### config.mk
export PLATFORM = sky130hd
export DESIGN_NAME = standard_pwm_channel
export DESIGN_NICKNAME = d
export VERILOG_FILES = /design/src/rtl/pwm_pkg.sv /design/src/rtl/standard_pwm_channel.sv
export SDC_FILE = /design/constraint.sdc
export NUM_CORES = 1
export LEC_CHECK = 0
export BUFFER_PORTS_ARGS = -buffer_cell sky130_fd_sc_hd__buf_4
export CORE_MARGIN = 2
export CORE_UTILIZATION = 60
export CTS_CLUSTER_DIAMETER = 150
export CTS_CLUSTER_SIZE = 25
export DETAILED_ROUTE_END_ITERATION = 16
export PLACE_DENSITY = 0.78
export SLEW_MARGIN = 20
export SYNTH_ARGS = -nofsm -noshare
export SYNTH_HDL_FRONTEND = slang
export SYNTH_SLANG_ARGS = --single-unit
### constraint.sdc
create_clock -name ref_clk -period 4.1 [get_ports ref_clk]
set_clock_uncertainty 0.1 [all_clocks]
set_input_delay 0.41 -clock ref_clk [delete_from_list [all_inputs] [get_ports ref_clk]]
set_output_delay 0.41 -clock ref_clk [all_outputs]
set_load 0.05 [all_outputs]
### src/rtl/pwm_pkg.sv
package pwm_pkg;

    // ************************************************************
    // register offsets
    // ************************************************************
    localparam logic [4:0] OFS_CHAN_CTRL  = 5'h00;
    localparam logic [4:0] OFS_DUTY_LOW   = 5'h01;
    localparam logic [4:0] OFS_DUTY_HIGH  = 5'h02;
    localparam logic [4:0] OFS_TMR_SEL    = 5'h03;
    localparam logic [4:0] OFS_PERIOD0    = 5'h04;
    localparam logic [4:0] OFS_TCTRL0     = 5'h08;
    localparam logic [4:0] OFS_COUNT0     = 5'h0C;
    localparam logic [4:0] OFS_FLAGS      = 5'h10;
    localparam logic [4:0] OFS_PIN_CTRL   = 5'h11;

    // ************************************************************
    // field positions and codes
    // ************************************************************
    localparam int DC_LSB        = 4;
    localparam int RUN_BIT       = 2;
    localparam int DIR_BIT       = 0;
    localparam int LATCH_BIT     = 1;
    localparam logic [1:0] MODE_PWM_HI = 2'h3;
    localparam logic [1:0] PSC_1  = 2'h0;
    localparam logic [1:0] PSC_4  = 2'h1;
    localparam logic [1:0] PSC_16 = 2'h2;
    localparam int NUM_TIMERS    = 3;

    // ************************************************************
    // reset values
    // ************************************************************
    localparam logic [7:0] RST_ZERO     = 8'h00;
    localparam logic [7:0] RST_PERIOD   = 8'hFF;
    localparam logic [7:0] RST_PIN_CTRL = 8'h01;

    // ************************************************************
    // timing
    // ************************************************************
    localparam int CLK_PERIOD_NS   = 10;
    localparam int CLKS_PER_INSTR  = 4;
    localparam logic [1:0] QTR_LAST = 2'(CLKS_PER_INSTR - 1);

    // ************************************************************
    // types
    // ************************************************************
    typedef logic [7:0] byte_t;
    typedef logic [4:0] addr_t;

    typedef struct packed {
        addr_t addr;
        byte_t wdata;
        logic  wr;
        logic  rd;
    } reg_req_t;

    typedef struct packed {
        logic       run;
        logic [1:0] psc;
    } tctrl_t;

endpackage

### src/rtl/standard_pwm_channel.sv
`timescale 1ns/1ns
`default_nettype none

// How it works
// - period is (period+1) x 4 clocks x prescale
// - count equal to period clears on next increment
// - rollover sets pin unless duty is zero
// - rollover copies duty into active buffer
// - duty is low reg plus control bits 5:4
// - duty writes anytime, used from next period
// - active high reg read-only in modulation mode
// - time base is count plus quarter/prescale bits
// - time base equal to duty clears the pin
// - no match in period leaves pin unchanged
// - select field picks one of three timers
// - postscaler plays no part in the period
// - sleep freezes counting, state and pin level
// - reset restores registers, pin becomes input
// - cleared control register releases the pin
// - pin driven only with direction bit cleared
// - resolution is log2(4 x (period+1)) bits
// - all timing comes from the system clock
module standard_pwm_channel (
    // clock and reset
    input  wire logic              ref_clk,
    input  wire logic              rst,
    // register port
    input  wire pwm_pkg::reg_req_t req,
    output var  pwm_pkg::byte_t    rd_data,
    // power state
    input  wire logic              sleep,
    // channel output pin
    output logic                   pin_out,
    output logic                   pin_oe
);
    import pwm_pkg::*;

    // ************************************************************
    // helpers
    // ************************************************************

    // terminal prescaler count for each prescale code
    // code 3, the 1:64 divider, keeps the initial value of t
    function automatic logic [5:0] psc_top(input logic [1:0] code);
        logic [5:0] t;
        t = 6'h3F;
        if (code == PSC_1)
            t = 6'h00;
        else if (code == PSC_4)
            t = 6'h03;
        else if (code == PSC_16)
            t = 6'h0F;
        return t;
    endfunction

    // timer index from a register offset relative to a bank base
    function automatic logic [1:0] bank_idx(input addr_t a,
                                             input addr_t base);
        addr_t d;
        d = a - base;
        return d[1:0];
    endfunction

    // true if offset falls in the three-entry bank at base
    function automatic logic in_bank(input addr_t a,
                                     input addr_t base);
        return (a >= base) && (a < base + 5'(NUM_TIMERS));
    endfunction

    // ************************************************************
    // registers
    // ************************************************************
    // one count, prescaler and period per shared timer; only the
    // selected one drives this channel
    byte_t      chan_ctrl_q;
    byte_t      duty_low_q;
    byte_t      duty_hi_q;
    logic [1:0] duty_lsb_q;
    logic [1:0] tmr_sel_q;
    byte_t      period_q [NUM_TIMERS];
    tctrl_t     tctrl_q  [NUM_TIMERS];
    byte_t      count_q  [NUM_TIMERS];
    logic [5:0] psc_q    [NUM_TIMERS];
    logic [NUM_TIMERS-1:0] flag_q;
    logic       dir_q;
    logic       latch_q;
    logic       pwm_out_q;
    logic [1:0] qtr_q;

    // ************************************************************
    // decode and timing
    // ************************************************************
    logic                  pwm_mode;
    logic                  released;
    logic                  tick;
    logic [NUM_TIMERS-1:0] inc;
    logic [NUM_TIMERS-1:0] roll;
    logic [1:0]            sel;
    logic [9:0]            time_base;
    logic [9:0]            duty_act;
    logic [9:0]            duty_next;
    logic                  sel_roll;
    logic                  duty_hit;

    // mode decode; only the upper two mode bits select modulation,
    // the other mode codes leave the pin to the port latch
    assign pwm_mode = (chan_ctrl_q[3:2] == MODE_PWM_HI);
    assign released = (chan_ctrl_q == RST_ZERO);

    // instruction tick every fourth clock; sleep stops it
    // a faster system clock gives a faster tick and a shorter period
    assign tick = (qtr_q == QTR_LAST) && !sleep;

    // unused select code falls back to the first timer
    assign sel = (tmr_sel_q < 2'(NUM_TIMERS)) ? tmr_sel_q : 2'h0;

    // next duty as software has written it
    assign duty_next = {duty_low_q,
                        chan_ctrl_q[DC_LSB+1:DC_LSB]};
    assign duty_act  = {duty_hi_q, duty_lsb_q};

    // time base against the buffered duty; the pin mux uses it directly
    // so the pulse ends in the matching cycle, not one clock late,
    // which would stretch every pulse by a clock
    assign duty_hit = (time_base == duty_act);

    // per-timer increment and rollover; postscaler never counts
    always_comb
    begin
        for (int i = 0; i < NUM_TIMERS; i++)
        begin
            inc[i]  = tick && tctrl_q[i].run
                      && (psc_q[i] == psc_top(tctrl_q[i].psc));
            roll[i] = inc[i] && (count_q[i] == period_q[i]);
        end
    end

    assign sel_roll = roll[sel];

    // low time base bits: quarter counter at 1:1, else prescaler
    // the bits taken are the top two of the prescaler's range, so one
    // time base step lasts the prescale factor in system clocks
    always_comb
    begin
        unique case (tctrl_q[sel].psc)
            PSC_1:   time_base = {count_q[sel], qtr_q};
            PSC_4:   time_base = {count_q[sel], psc_q[sel][1:0]};
            PSC_16:  time_base = {count_q[sel], psc_q[sel][3:2]};
            default: time_base = {count_q[sel], psc_q[sel][5:4]};
        endcase
    end

    // ************************************************************
    // quarter counter
    // ************************************************************

    // system-clock quarter counter, held in sleep
    // shared by all three timers, so their ticks always line up
    always_ff @(posedge ref_clk or posedge rst)
    begin
        if (rst)
            qtr_q <= 2'h0;
        else if (!sleep)
            qtr_q <= qtr_q + 2'h1;
    end

    // ************************************************************
    // period timers
    // ************************************************************

    // prescaler and count; a count write also clears the prescaler
    // a stopped timer keeps count and prescaler, so a restart carries
    // on where it left off rather than at zero
    always_ff @(posedge ref_clk or posedge rst)
    begin
        if (rst)
        begin
            for (int i = 0; i < NUM_TIMERS; i++)
            begin
                count_q[i] <= RST_ZERO;
                psc_q[i]   <= 6'h00;
            end
        end
        else
        begin
            for (int i = 0; i < NUM_TIMERS; i++)
            begin
                if (req.wr && in_bank(req.addr, OFS_COUNT0)
                    && bank_idx(req.addr, OFS_COUNT0) == 2'(i))
                begin
                    count_q[i] <= req.wdata;
                    psc_q[i]   <= 6'h00;
                end
                else if (tick && tctrl_q[i].run)
                begin
                    if (inc[i])
                    begin
                        psc_q[i] <= 6'h00;
                        if (roll[i])
                            count_q[i] <= RST_ZERO;
                        else
                            count_q[i] <= count_q[i] + 8'h01;
                    end
                    else
                        psc_q[i] <= psc_q[i] + 6'h01;
                end
            end
        end
    end

    // period and timer control registers
    always_ff @(posedge ref_clk or posedge rst)
    begin
        if (rst)
        begin
            for (int i = 0; i < NUM_TIMERS; i++)
            begin
                period_q[i] <= RST_PERIOD;
                tctrl_q[i]  <= '0;
            end
        end
        else if (req.wr)
        begin
            for (int i = 0; i < NUM_TIMERS; i++)
            begin
                if (in_bank(req.addr, OFS_PERIOD0)
                    && bank_idx(req.addr, OFS_PERIOD0) == 2'(i))
                    period_q[i] <= req.wdata;
                if (in_bank(req.addr, OFS_TCTRL0)
                    && bank_idx(req.addr, OFS_TCTRL0) == 2'(i))
                    tctrl_q[i] <= req.wdata[RUN_BIT:0];
            end
        end
    end

    // match flags: write one to clear, a new match wins
    // a clear that lands on a match edge is dropped on purpose, so
    // software never misses the end of a period
    always_ff @(posedge ref_clk or posedge rst)
    begin
        if (rst)
            flag_q <= '0;
        else
        begin
            for (int i = 0; i < NUM_TIMERS; i++)
            begin
                if (roll[i])
                    flag_q[i] <= 1'b1;
                else if (req.wr && req.addr == OFS_FLAGS
                         && req.wdata[i])
                    flag_q[i] <= 1'b0;
            end
        end
    end

    // ************************************************************
    // channel registers
    // ************************************************************

    // control, duty low, timer select and pin control
    // duty fields take writes at any time; the buffer below decides
    // when they reach the pin
    always_ff @(posedge ref_clk or posedge rst)
    begin
        if (rst)
        begin
            chan_ctrl_q <= RST_ZERO;
            duty_low_q  <= RST_ZERO;
            tmr_sel_q   <= 2'h0;
            dir_q       <= RST_PIN_CTRL[DIR_BIT];
            latch_q     <= RST_PIN_CTRL[LATCH_BIT];
        end
        else if (req.wr)
        begin
            if (req.addr == OFS_CHAN_CTRL)
                chan_ctrl_q <= req.wdata;
            if (req.addr == OFS_DUTY_LOW)
                duty_low_q <= req.wdata;
            if (req.addr == OFS_TMR_SEL)
                tmr_sel_q <= req.wdata[1:0];
            if (req.addr == OFS_PIN_CTRL)
            begin
                dir_q   <= req.wdata[DIR_BIT];
                latch_q <= req.wdata[LATCH_BIT];
            end
        end
    end

    // active duty buffer: loaded at rollover, locked while modulating
    // both halves load on one edge, so a period never pairs new upper
    // bits with old lower bits
    always_ff @(posedge ref_clk or posedge rst)
    begin
        if (rst)
        begin
            duty_hi_q  <= RST_ZERO;
            duty_lsb_q <= 2'h0;
        end
        else if (pwm_mode && sel_roll)
        begin
            duty_hi_q  <= duty_low_q;
            duty_lsb_q <= chan_ctrl_q[DC_LSB+1:DC_LSB];
        end
        else if (!pwm_mode && req.wr && req.addr == OFS_DUTY_HIGH)
            duty_hi_q <= req.wdata;
    end

    // ************************************************************
    // output generation
    // ************************************************************

    // set at rollover, cleared on match; no match keeps the level
    // leaving the modulation mode parks the latch low, so a later
    // return starts cleanly at the next rollover
    always_ff @(posedge ref_clk or posedge rst)
    begin
        if (rst)
            pwm_out_q <= 1'b0;
        else if (!pwm_mode)
            pwm_out_q <= 1'b0;
        else if (sel_roll)
            pwm_out_q <= (duty_next != 10'h000);
        else if (!sleep && duty_hit)
            pwm_out_q <= 1'b0;
    end

    // pin mux: port latch when released, direction gates the driver
    // the match gate reads registers only, so the pin moves only on
    // clock edges and holds still while sleep freezes the time base
    always_comb
    begin
        if (released)
            pin_out = latch_q;
        else if (pwm_mode)
            pin_out = pwm_out_q && !duty_hit;
        else
            pin_out = latch_q;
        pin_oe = !dir_q;
    end

    // ************************************************************
    // register read port
    // ************************************************************

    // read data registered, present only in the cycle after
    // reads have no side effects, so polling the flags is harmless
    always_ff @(posedge ref_clk or posedge rst)
    begin
        if (rst)
            rd_data <= RST_ZERO;
        else if (!req.rd)
            rd_data <= RST_ZERO;
        else if (in_bank(req.addr, OFS_PERIOD0))
            rd_data <= period_q[bank_idx(req.addr, OFS_PERIOD0)];
        else if (in_bank(req.addr, OFS_TCTRL0))
            rd_data <= {5'h00,
                        tctrl_q[bank_idx(req.addr, OFS_TCTRL0)]};
        else if (in_bank(req.addr, OFS_COUNT0))
            rd_data <= count_q[bank_idx(req.addr, OFS_COUNT0)];
        else
        begin
            unique case (req.addr)
                OFS_CHAN_CTRL: rd_data <= chan_ctrl_q;
                OFS_DUTY_LOW:  rd_data <= duty_low_q;
                OFS_DUTY_HIGH: rd_data <= duty_hi_q;
                OFS_TMR_SEL:   rd_data <= {6'h00, tmr_sel_q};
                OFS_FLAGS:     rd_data <= {5'h00, flag_q};
                OFS_PIN_CTRL:  rd_data <= {6'h00, latch_q, dir_q};
                default:       rd_data <= RST_ZERO;
            endcase
        end
    end

endmodule

`default_nettype wire

Word level (Yosys, flattened, before mapping)
Cells that the tools add are included.
Word-level totals
  output and inout port bits: 10
  bits in registers: 119
  word-level logic and storage cells: 222
  bits of input ports: 18
Operators by class
  add/subtract/negate cells: 10
  order comparisons: 12
  reduce and logical (&&, ||, !) cells: 69
  muxes and demuxes: 70
  equality and inequality tests: 29
  bitwise operators: 4
Operators with widths (count)
  8-bit two-way mux: 24
  6-bit two-way mux: 20
  8-bit binary-select mux with 2-bit select: 3
  8-bit case mux with 6 select lines: 1
  1-bit logical AND: 32
  2-bit AND reduction: 13
  8-bit by 1-bit adder with 8-bit output (second input constant): 3
  8-bit == test: 3
  2-bit nonzero test: 10
  6-bit by 1-bit adder with 6-bit output (second input constant): 3
  2-bit == test (second input constant): 9
  6-bit == test: 3
  2-bit by 1-bit == test with 1-bit output (second input constant): 7
  2-bit logical NOT: 7
  3-bit binary-select mux with 2-bit select: 2
  6-bit binary-select mux with 2-bit select: 1
  3-bit greater-or-equal comparator (second input constant): 4
  1-bit two-way mux: 12
  2-bit NOT with 3-bit output: 4
  10-bit == test: 1
  5-bit by 2-bit == test with 1-bit output (second input constant): 2
  5-bit == test (second input constant): 2
  5-bit by 4-bit greater-or-equal comparator with 1-bit output (second input constant): 2
  5-bit by 4-bit < comparator with 1-bit output (second input constant): 2
  16 further kinds: 24

Depth between registers and ports, before layout
Gate-level depths: netlist (run 1).
  depth in word-level cells: 13
  mapped depth: 10
  gate-level depth less buffers: 8

Worst setup path after synthesis (run 1)
OpenSTA, ideal clock, no wires.
  path kind: flip-flop to output port
  start point: reg tctrl_q[7] (netlist name)
  end point: out pin_out
  cell stages (with the launch flop): 9
  setup slack: 1.231 ns
  arrival: 2.359 ns
  cell sequence: dfrtp_1 -> buf_2 -> mux2i_1 -> mux2i_1 -> mux4_2 -> mux2_2 -> a211oi_2 -> a21o_1 -> o21ai_0
Between the ends
  word-level cells in the longest chain between the ends: 10
  elaborated cells on any way between the ends: 12
Ends and longest elaborated chain
  from (decl): line standard_pwm_channel.sv:81  | tctrl_t tctrl_q [NUM_TIMERS];
  from (signal, indexed assignment): line standard_pwm_channel.sv:231  | tctrl_q[i] <= req.wdata[RUN_BIT:0];
  3-bit binary-select mux with 2-bit select (*): line standard_pwm_channel.sv:145  | unique case (tctrl_q[sel].psc)
  2-bit two-way mux (not written as such) (*) (2 in series): line standard_pwm_channel.sv:145
  2-bit == test, or another cell as far along: line standard_pwm_channel.sv:145
  2-bit case mux with 3 select lines (*): line standard_pwm_channel.sv:145
  10-bit == test (*): line standard_pwm_channel.sv:125  | assign duty_hit = (time_base == duty_act);
  1-bit logical NOT (*): line standard_pwm_channel.sv:335  | pin_out = pwm_out_q && !duty_hit;
  1-bit logical AND (*): line standard_pwm_channel.sv:335
  1-bit two-way mux (*): line standard_pwm_channel.sv:334  | else if (pwm_mode)
  1-bit two-way mux (*): line standard_pwm_channel.sv:332  | if (released)
  to (decl): line standard_pwm_channel.sv:33  | output logic pin_out,
Mark *: on every way between the ends. The rest lies on a longest branch, timed or not. The select of a mux whose other input is x is not followed.

Worst setup path in the final report (run 1)
  start point: reg tmr_sel_q[1]
  end point: out pin_out
Between the ends
  word-level cells in the longest chain between the ends: 13
  elaborated cells on any way between the ends: 21
Ends and longest elaborated chain
  from (decl): line standard_pwm_channel.sv:79  | logic [1:0] tmr_sel_q;
  from (signal assigned): line standard_pwm_channel.sv:280  | tmr_sel_q <= req.wdata[1:0];
  2-bit < comparator: line standard_pwm_channel.sv:115  | assign sel = (tmr_sel_q < 2'(NUM_TIMERS)) ? tmr_sel_q : 2'h0;
  2-bit two-way mux (*): line standard_pwm_channel.sv:115
  2-bit NOT with 3-bit output (not written as such) (*)
  3-bit binary-select mux with 2-bit select: line standard_pwm_channel.sv:145
  2-bit two-way mux (not written as such) (2 in series): line standard_pwm_channel.sv:145
  2-bit == test, or another cell as far along: line standard_pwm_channel.sv:145
  2-bit case mux with 3 select lines: line standard_pwm_channel.sv:145
  10-bit == test (*): line standard_pwm_channel.sv:125
  1-bit logical NOT (*): line standard_pwm_channel.sv:335
  1-bit logical AND (*): line standard_pwm_channel.sv:335
  1-bit two-way mux (*): line standard_pwm_channel.sv:334
  1-bit two-way mux (*): line standard_pwm_channel.sv:332
Marks and branches as above.

==> results_dict.tcl, run 1 <==
set metrics [dict create \
    synth_ff_type "dfrtp_1" \
    synthMostInstantiatedCell "dfrtp_1" \
    netlist_top_cells_count "dfrtp_1, nor2_1, mux2_2, mux2i_1, nand2_1" \
    yosys_warnings 0 \
    portBuffers 27 \
    effective_utilization_at_floorplan_pct 61.2 \
    worstPathArrival_ns 3.25 \
    synthesis.nets 775 \
    ios 28 \
    cts_max_level 4 \
    layout.cell_area.non_filler_mm2 0.00819 \
    totalNegativeSetupSlack_ns 0 \
    placementRows 40 \
    relSlewSlack_pct 34.2 \
    layout.core_utilization_pct 68.5 \
    setup_viol 0 \
    worstPathRequired_ns 3.59 \
    p_leak_nw 3.45 \
    avgRoutedWirePerCell_um 22.0 \
    power_density_mw_per_mm2 542 \
    startpoint_type "flop" \
    final-max-slew-violation-count 0 \
    worst-path-max-fanout 23 \
    die_w_um 114 \
    antenna_found_initial 0 \
    syn_to_final_growth_pct 11.8 \
    netlist.top_cell.by_area "dfrtp_1" \
    drt-total-wl_mm 20.2 \
    die-area_mm2 0.0131 \
    final-hold-violation-count 0 \
    detail_route.first_pass.iterations 6 \
    post-synth-top-area-fraction_pct 32.1 \
    cts_made_buffers 17 \
    grt_first_pass_wirelength_mm 32.1 \
    total_power_mw 4.44 \
    globalRouteTotalUtil_pct 32.5 \
    ir_drop_v 0.000347 \
    detail_route.drc_violations 0 \
    final.period_utilization_pct 91.7 \
    cpPeakStageDelay_ns 0.90 \
    synth.yosys.seq_area_share_pct 41.1 \
    design.final.nets 784 \
    ys_top_cells_by_area "dfrtp_1, dfstp_2, mux2_2" \
    detail-route-antenna-nets 0 \
    clock-root-buffer "clkbuf_16" \
    clk_pin_slew_ns 0.05 \
    synth_async_sr_flop_share_pct 100 \
    hold_buf_count_cts 0 \
    crit_path_top_delay_cell "dfrtp_1" \
    detailroute.via_count 6178 \
    cts.repair.resized 0 \
    critical_path.endpoint_type "output port" \
    clkLatencyLatePin_ns 0.43 \
    routabilityCongestion 0.965 \
    yosysUniqueCellTypes 70 \
    critical_path_class "flop to output port" \
    diode_insertion_count_for_antenna_repair 0 \
    synth_area_per_cell_um2 9.77 \
    via_count_of_the_first_global_routing_pass 6039 \
    synth_area_mm2 0.00733 \
    synth-edff-count 0 \
    dpl_wire_length_mm 14.0 \
    synth-seq-cells 119 \
    hold_path.class "primary input to async pin" \
    cts_tree "yes" \
    outcome "finished, final reports clean" \
    critical_path.cell_chain "mux2i_1, mux4_2, mux2_2, a211oi_2, a21o_1, o21ai_0, buf_4" \
    detailed_place.area_mm2 0.00757 \
    core_area_mm2 0.0120 \
    cts_setup_buffers 0 \
    vias_per_cell 6.72 \
    timing.fmax_mhz 266 \
    clkSinkCount 119 \
    globalRouteOverflowTotal 0 \
    layout.filler_cells 928 \
    die_h_um 114 \
    synth_cells 750 \
    tightest_slew_ns 0.987 \
    clk_path_buf_depth 2 \
    layout_cells_sized_above_1_pct 23.3 \
    max_capacitance_violation_total 0 \
    post-route-min-period_ns 3.76 \
    drtIter0Drc 839 \
    rsz_0062_raised_after_global_routing "false" \
    largest_net_degree_at_the_start_of_global_routing 79 \
]
==> per-layer routing <==
metal  track usage (%)  part of all wire (%)  vias to the layer above
met5                 0                     0                        -
met4              15.3                   3.5                        0
met3              7.57                   7.4                       63
met2              51.9                    48                      312
met1              42.1                    41                     3051
li1                  -                     -                     2752
==> stage by stage <==
step | cells | hold slack [ns] | setup WS (ns)
after floorplan | 750 | 0.338 | 0.474
after global placement | 887 | 0.355 | 0.906
after detailed placement | 887 | 0.359 | 0.841
after CTS | 919 | 0.143 | 0.383
after global routing | 919 | 0.150 | 0.189
final | 919 | 0.122 | 0.339
==> path summary, 6_finish.rpt <==
check,from,end,cells past startpoint,slack (ns)
min reg2reg,flag_q[2],flag_q[2],2,0.37
min,rst,count_q[7],2,0.12
max reg2reg,qtr_q[0],duty_lsb_q[1],8,1.14
max,tmr_sel_q[1],pin_out,7,0.34
max in group asynchronous,rst,period_q[22],3,2.83
min in group ref_clk,sleep,qtr_q[0],2,0.15
==> sequential cells by signal, summed over array words and instances (netlist names) <==
name	flops
chan_ctrl_q	8
count_q	24
dir_q	1
duty_hi_q	8
duty_low_q	8
duty_lsb_q	2
flag_q	3
latch_q	1
period_q	24
psc_q	18
pwm_out_q	1
qtr_q	2
rd_data	8
tctrl_q	9
tmr_sel_q	2
==> logic make-up after synthesis <==
| family | synth area share [%] |
|---|---|
| flip-flops | 41.1 |
| buffers and inverters | 2.80 |
| AND/OR/NAND/NOR | 17.5 |
| adder cells (fa/ha/maj) | 1.20 |
| multiplexers | 17.5 |
| AO/OA/AOI/OAI | 14.2 |
| XOR/XNOR | 5.74 |
==> worst max-delay path: cells and delay by family, from the launching register on <==
kind	cells	cell delay (ns)
AOI/OAI and AO/OA	3	0.49
muxes	3	1.21
DFF	1	0.90
buffers and inverters	1	0.22
==> where the power goes <==
group	leakage (nW)	switching (mW)	internal [mW]
Combinational	1.66	0.538	0.528
Sequential	1.49	0.395	1.43
Clock	0.299	0.539	1.00
Total	3.45	1.47	2.96
==> cell usage in the layout, fill, tap and decap left out, drive strengths merged, types with 7 or more instances in the layout <==
cell	n
o21a	7
nand4	15
nor3b	10
nor2	83
nor2b	9
xnor2	31
dfstp	25
xor2	17
nand2b	7
and3	15
ha	7
or3b	8
o21ai	43
mux2i	57
nand3	14
a21oi	42
o22ai	10
a32o	8
dfrtp	94
nand2	58
mux2	59
o221ai	8
clkbuf	21
a31o	8
nor3	9
buf	33
==> area by class of cell <==
type / instances / area (um^2) / area share, %
Multi-Input combinational cell: 583 / 4110 / 50.2
Sequential cell: 119 / 3010 / 36.7
Clock buffer: 21 / 470 / 5.74
Timing Repair Buffer: 33 / 248 / 3.02
Tap cell: 147 / 184 / 2.25
Clock inverter: 11 / 146 / 1.79
Inverter: 5 / 21.3 / 0.260
Power figures use the tool's default switching activity.
==> run 2, diff against run 1 <==
==> constraint.sdc (replaced) <==
create_clock -name ref_clk -period 4.1 [get_ports ref_clk]
set_clock_uncertainty 0.1 [all_clocks]
set_input_delay 0.41 -clock ref_clk [delete_from_list [all_inputs] [get_ports ref_clk]]
set_output_delay 0.41 -clock ref_clk [all_outputs]
set_load 0.1 [all_outputs]
==> results_dict.tcl, run 2 (synthesized netlist as in run 1, its figures left out) <==
set metrics [dict create \
    finalWorstSetupSlack_ns 0.320 \
    biggest_registers_after_layout "count_q x24, period_q x24, psc_q x18" \
    die_w_um 114 \
    die_h_um 114 \
    worst_r2r_path_depth 8 \
    die-area_mm2 0.0131 \
    timing.fmax_mhz 265 \
    post-place-ws_ns 0.835 \
    design.final.nets 784 \
    crit_path_top_delay_cell "dfrtp_1" \
    tightest_slew_ns 0.949 \
    cts.repair.resized 0 \
    reg2reg_from "qtr_q[0]" \
    max_capacitance_violation_total 0 \
    cts_max_level 4 \
    avgRoutedWirePerCell_um 22.1 \
    effective_utilization_at_floorplan_pct 61.2 \
    cts_setup_buffers 0 \
    relSlewSlack_pct 36.2 \
    clock-root-buffer "clkbuf_16" \
    grt_first_pass_wirelength_mm 33.1 \
    p_leak_nw 3.44 \
    clkLatencyLatePin_ns 0.44 \
    numPlacedInstances 887 \
    critical_path.endpoint_type "output port" \
    outcome "finished, final reports clean" \
    total_power_mw 4.46 \
    rsz_0062_raised_after_global_routing "false" \
    critical_path.cell_chain "mux2i_1, mux4_2, mux2_2, a211oi_2, a21o_1, o21ai_0, buf_4" \
    worstPathArrival_ns 3.27 \
    detail_route.drc_violations 0 \
    setup_viol 0 \
    detailed_place.area_mm2 0.00757 \
    clk_pin_slew_ns 0.06 \
    detailroute.via_count 6143 \
    crit_start "tmr_sel_q[1]" \
    clkSinkCount 119 \
    hold_path.class "primary input to async pin" \
    detail-route-antenna-nets 0 \
    finish.cell_count_without_fillers 919 \
    cts_tree "yes" \
    layout_cells_sized_above_1_pct 23.3 \
    final-hold-violation-count 0 \
    largest_net_degree_at_the_start_of_global_routing 62 \
    finalHoldWorstSlack_ns 0.00859 \
    final.period_utilization_pct 92.2 \
    core_area_mm2 0.0120 \
    power_density_mw_per_mm2 545 \
    diode_insertion_count_for_antenna_repair 0 \
    routabilityCongestion 0.981 \
    vias_per_cell 6.68 \
    layout.cells.most_common "dfrtp_1" \
    drtIter0Drc 704 \
    cts_made_buffers 17 \
    via_count_of_the_first_global_routing_pass 6159 \
    startpoint_type "flop" \
    most-common-layout-cells "dfrtp_1, nor2_1, mux2_2" \
    worst-path-max-fanout 23 \
    detail_route.first_pass.iterations 5 \
    worstPathRequired_ns 3.59 \
    syn_to_final_growth_pct 11.7 \
    critical_path_class "flop to output port" \
    cpPeakStageDelay_ns 0.89 \
    globalRouteTotalUtil_pct 33.3 \
    totalNegativeSetupSlack_ns 0 \
    ir_drop_v 0.000397 \
    hold_buf_count_cts 0 \
    drt-total-wl_mm 20.3 \
    post-route-min-period_ns 3.78 \
    globalRouteOverflowTotal 0 \
    final-max-slew-violation-count 0 \
    layout.cell_area.non_filler_mm2 0.00818 \
    clk_path_buf_depth 2 \
    antenna_found_initial 0 \
    dpl_wire_length_mm 13.8 \
    ios 28 \
    portBuffers 27 \
    layout.core_utilization_pct 68.4 \
    placementRows 40 \
]
## run 2: cell count changes in the layout (fill, tap and decap cells not counted)
cell        before  now
clkbuf_8         3    2
clkinvlp_4       2    3
inv_6            1    0
clkbuf_1         1    0
clkinv_2         3    4
clkinv_1         0    1
## run 2: cell type report
type                       instances  area [um^2]
sequential                       119         3010
tap                              147          184
timing repair buffer              33          248
multi-input combinational        583         4110
clock buffer                      19          453
inverter                           5         21.3
fill                             904         3780
clock inverter                    13          154
## run 2: metal layers
metal	vias up	share of wire, %	GRT usage [%]
met1	3029	41	42.9
met4	0	4.1	18.4
met3	73	7.3	8.15
met5	-	0	0
li1	2742	-	-
met2	299	47	51.6
## run 2: worst max-delay path, delay by kind of cell, from the launching register on
family	cells	cell delay (ns)
multiplexers	3	1.21
buffers and inverters	1	0.27
flip-flops	1	0.89
AO/OA/AOI/OAI	3	0.46
## run 2: power breakdown
group,leakage [nW],switching [mW],internal [mW]
sequential,1.49,0.397,1.43
combinational,1.66,0.570,0.528
clock,0.292,0.552,0.980
total,3.44,1.52,2.94
## run 2: path summary, 6_finish.rpt
kind | endpoint | slack [ns]
worst max-delay path | pin_out | 0.32
worst min-delay path | count_q[14] | 0.009
worst max register to register | duty_lsb_q[1] | 1.05
worst min register to register | flag_q[2] | 0.37
max in group asynchronous | dir_q | 2.94
min in group ref_clk | qtr_q[0] | 0.13
==> run 3, diff against run 2 <==
--- a/config.mk
+++ b/config.mk
@@ -11,7 +11,9 @@
 export CTS_CLUSTER_DIAMETER = 150
 export CTS_CLUSTER_SIZE = 25
 export DETAILED_ROUTE_END_ITERATION = 16
+export MAX_ROUTING_LAYER = met4
 export PLACE_DENSITY = 0.78
+export SKIP_CTS_REPAIR_TIMING = 1
 export SLEW_MARGIN = 20
 export SYNTH_ARGS = -nofsm -noshare
 export SYNTH_HDL_FRONTEND = slang
==> results_dict.tcl, run 3 (synthesized netlist as in run 1, its figures left out) <==
set metrics [dict create \
    cts_max_level 4 \
    most-common-layout-cells "dfrtp_1, nor2_1, mux2_2" \
    effective_utilization_at_floorplan_pct 61.2 \
    clkLatencyLatePin_ns 0.43 \
    placementRows 40 \
    worstPathRequired_ns 3.59 \
    clock-root-buffer "clkbuf_16" \
    via_count_of_the_first_global_routing_pass 6100 \
    layout.area.seq_mm2 0.00301 \
    p_leak_nw 3.44 \
    detail-route-antenna-nets 0 \
    max_capacitance_violation_total 0 \
    clkSinkCount 119 \
    vias_per_cell 6.66 \
    design.final.nets 783 \
    core_area_mm2 0.0120 \
    power_density_mw_per_mm2 544 \
    outcome "finished, final reports clean" \
    timing.fmax_mhz 265 \
    layout.cells.most_common "dfrtp_1" \
    final.period_utilization_pct 92.0 \
    tightest_slew_ns 0.920 \
    layout_cells_sized_above_1_pct 22.8 \
    worstPathArrival_ns 3.26 \
    multiInputGateArea_mm2 0.00411 \
    portBuffers 27 \
    finish.cell_count_without_fillers 919 \
    final-hold-violation-count 0 \
    reg2reg_from "qtr_q[0]" \
    setup_viol 0 \
    cts_tree "yes" \
    hold_path.class "primary input to async pin" \
    critical_path.endpoint_type "output port" \
    die_h_um 114 \
    crit_start "tmr_sel_q[1]" \
    final-max-slew-violation-count 0 \
    total_power_mw 4.44 \
    grt_first_pass_wirelength_mm 32.4 \
    drtIter0Drc 656 \
    worst_r2r_path_depth 8 \
    ios 28 \
    globalRouteOverflowTotal 0 \
    detail_route.drc_violations 0 \
    globalRouteTotalUtil_pct 33.7 \
    worst-path-max-fanout 23 \
    die-area_mm2 0.0131 \
    clk_path_buf_depth 2 \
    antenna_found_initial 1 \
    die_w_um 114 \
    startpoint_type "flop" \
    rr_endpoint "duty_lsb_q[1]" \
    worstSetupEndpoint "pin_out" \
    r2r_slack_ns 1.06 \
    rsz_0062_raised_after_global_routing "false" \
    syn_to_final_growth_pct 11.6 \
    cts_made_buffers 17 \
    relSlewSlack_pct 38.0 \
    numPlacedInstances 886 \
    clk_pin_slew_ns 0.05 \
    finalHoldWorstSlack_ns 0.0873 \
    avgRoutedWirePerCell_um 22.1 \
    post-place-ws_ns 0.829 \
    totalNegativeSetupSlack_ns 0 \
    largest_net_degree_at_the_start_of_global_routing 71 \
    finalWorstSetupSlack_ns 0.326 \
    post-route-min-period_ns 3.77 \
    ir_drop_v 0.000314 \
    drt-total-wl_mm 20.3 \
    layout.filler_cells 919 \
    detailroute.via_count 6118 \
    routabilityCongestion 0.950 \
    critical_path_class "flop to output port" \
    dpl_wire_length_mm 14.1 \
    biggest_registers_after_layout "count_q x24, period_q x24, psc_q x18" \
    detail_route.first_pass.iterations 5 \
]
[run 3: stage by stage]
step	area [um^2]	util (%)
floorplan	7330	-
global placement	7580	63.4
detailed placement	7580	63.4
CTS	8170	68.3
global route	8180	68.3
finish	8180	68.3
[run 3: area by class of cell]
cell class,instances,area share (%)
multi-input combinational,583,50.3
sequential,119,36.8
clock buffer,23,5.72
timing repair buffer,32,3.09
tap,147,2.25
clock inverter,9,1.55
inverter,5,0.260
antenna,1,0.0306
[run 3: worst max-delay path: stages, from the launching register on]
cell and delay (ns):
dfrtp_1 0.88, mux2i_1 0.56, mux4_2 0.40, mux2_2 0.29, a211oi_2 0.22, a21o_1 0.15, o21ai_0 0.07, buf_4 0.26
[run 3: how the worst min path moves through the flow]
stage	slack [ns]	to	startpoint	depth (start not counted)
3_3_place_gp	0.35	flag_q[2]	flag_q[2]	2
4_1_cts	0.12	count_q[7]	rst	2
3_5_place_dp	0.37	flag_q[2]	flag_q[2]	2
6_report	0.09	count_q[7]	rst	2
2_1_floorplan	0.34	flag_q[2]	flag_q[2]	2
5_1_grt	0.14	qtr_q[0]	sleep	2
[run 3: power by group]
part / internal [mW] / switching [mW] / leakage, nW / total, mW
Sequential: 1.43 / 0.400 / 1.49 / 1.83
Clock: 0.982 / 0.528 / 0.291 / 1.51
Combinational: 0.529 / 0.571 / 1.66 / 1.10
Total: 2.95 / 1.50 / 3.44 / 4.44
[run 3: per-layer routing]
layer / up-vias / wire length (um) / GRT usage, %
li1: 2745 / - / -
met1: 3007 / 8220 / 41.5
met2: 302 / 9870 / 52.9
met3: 64 / 1490 / 7.94
met4: 0 / 749 / 15.0
met5: - / 0 / -
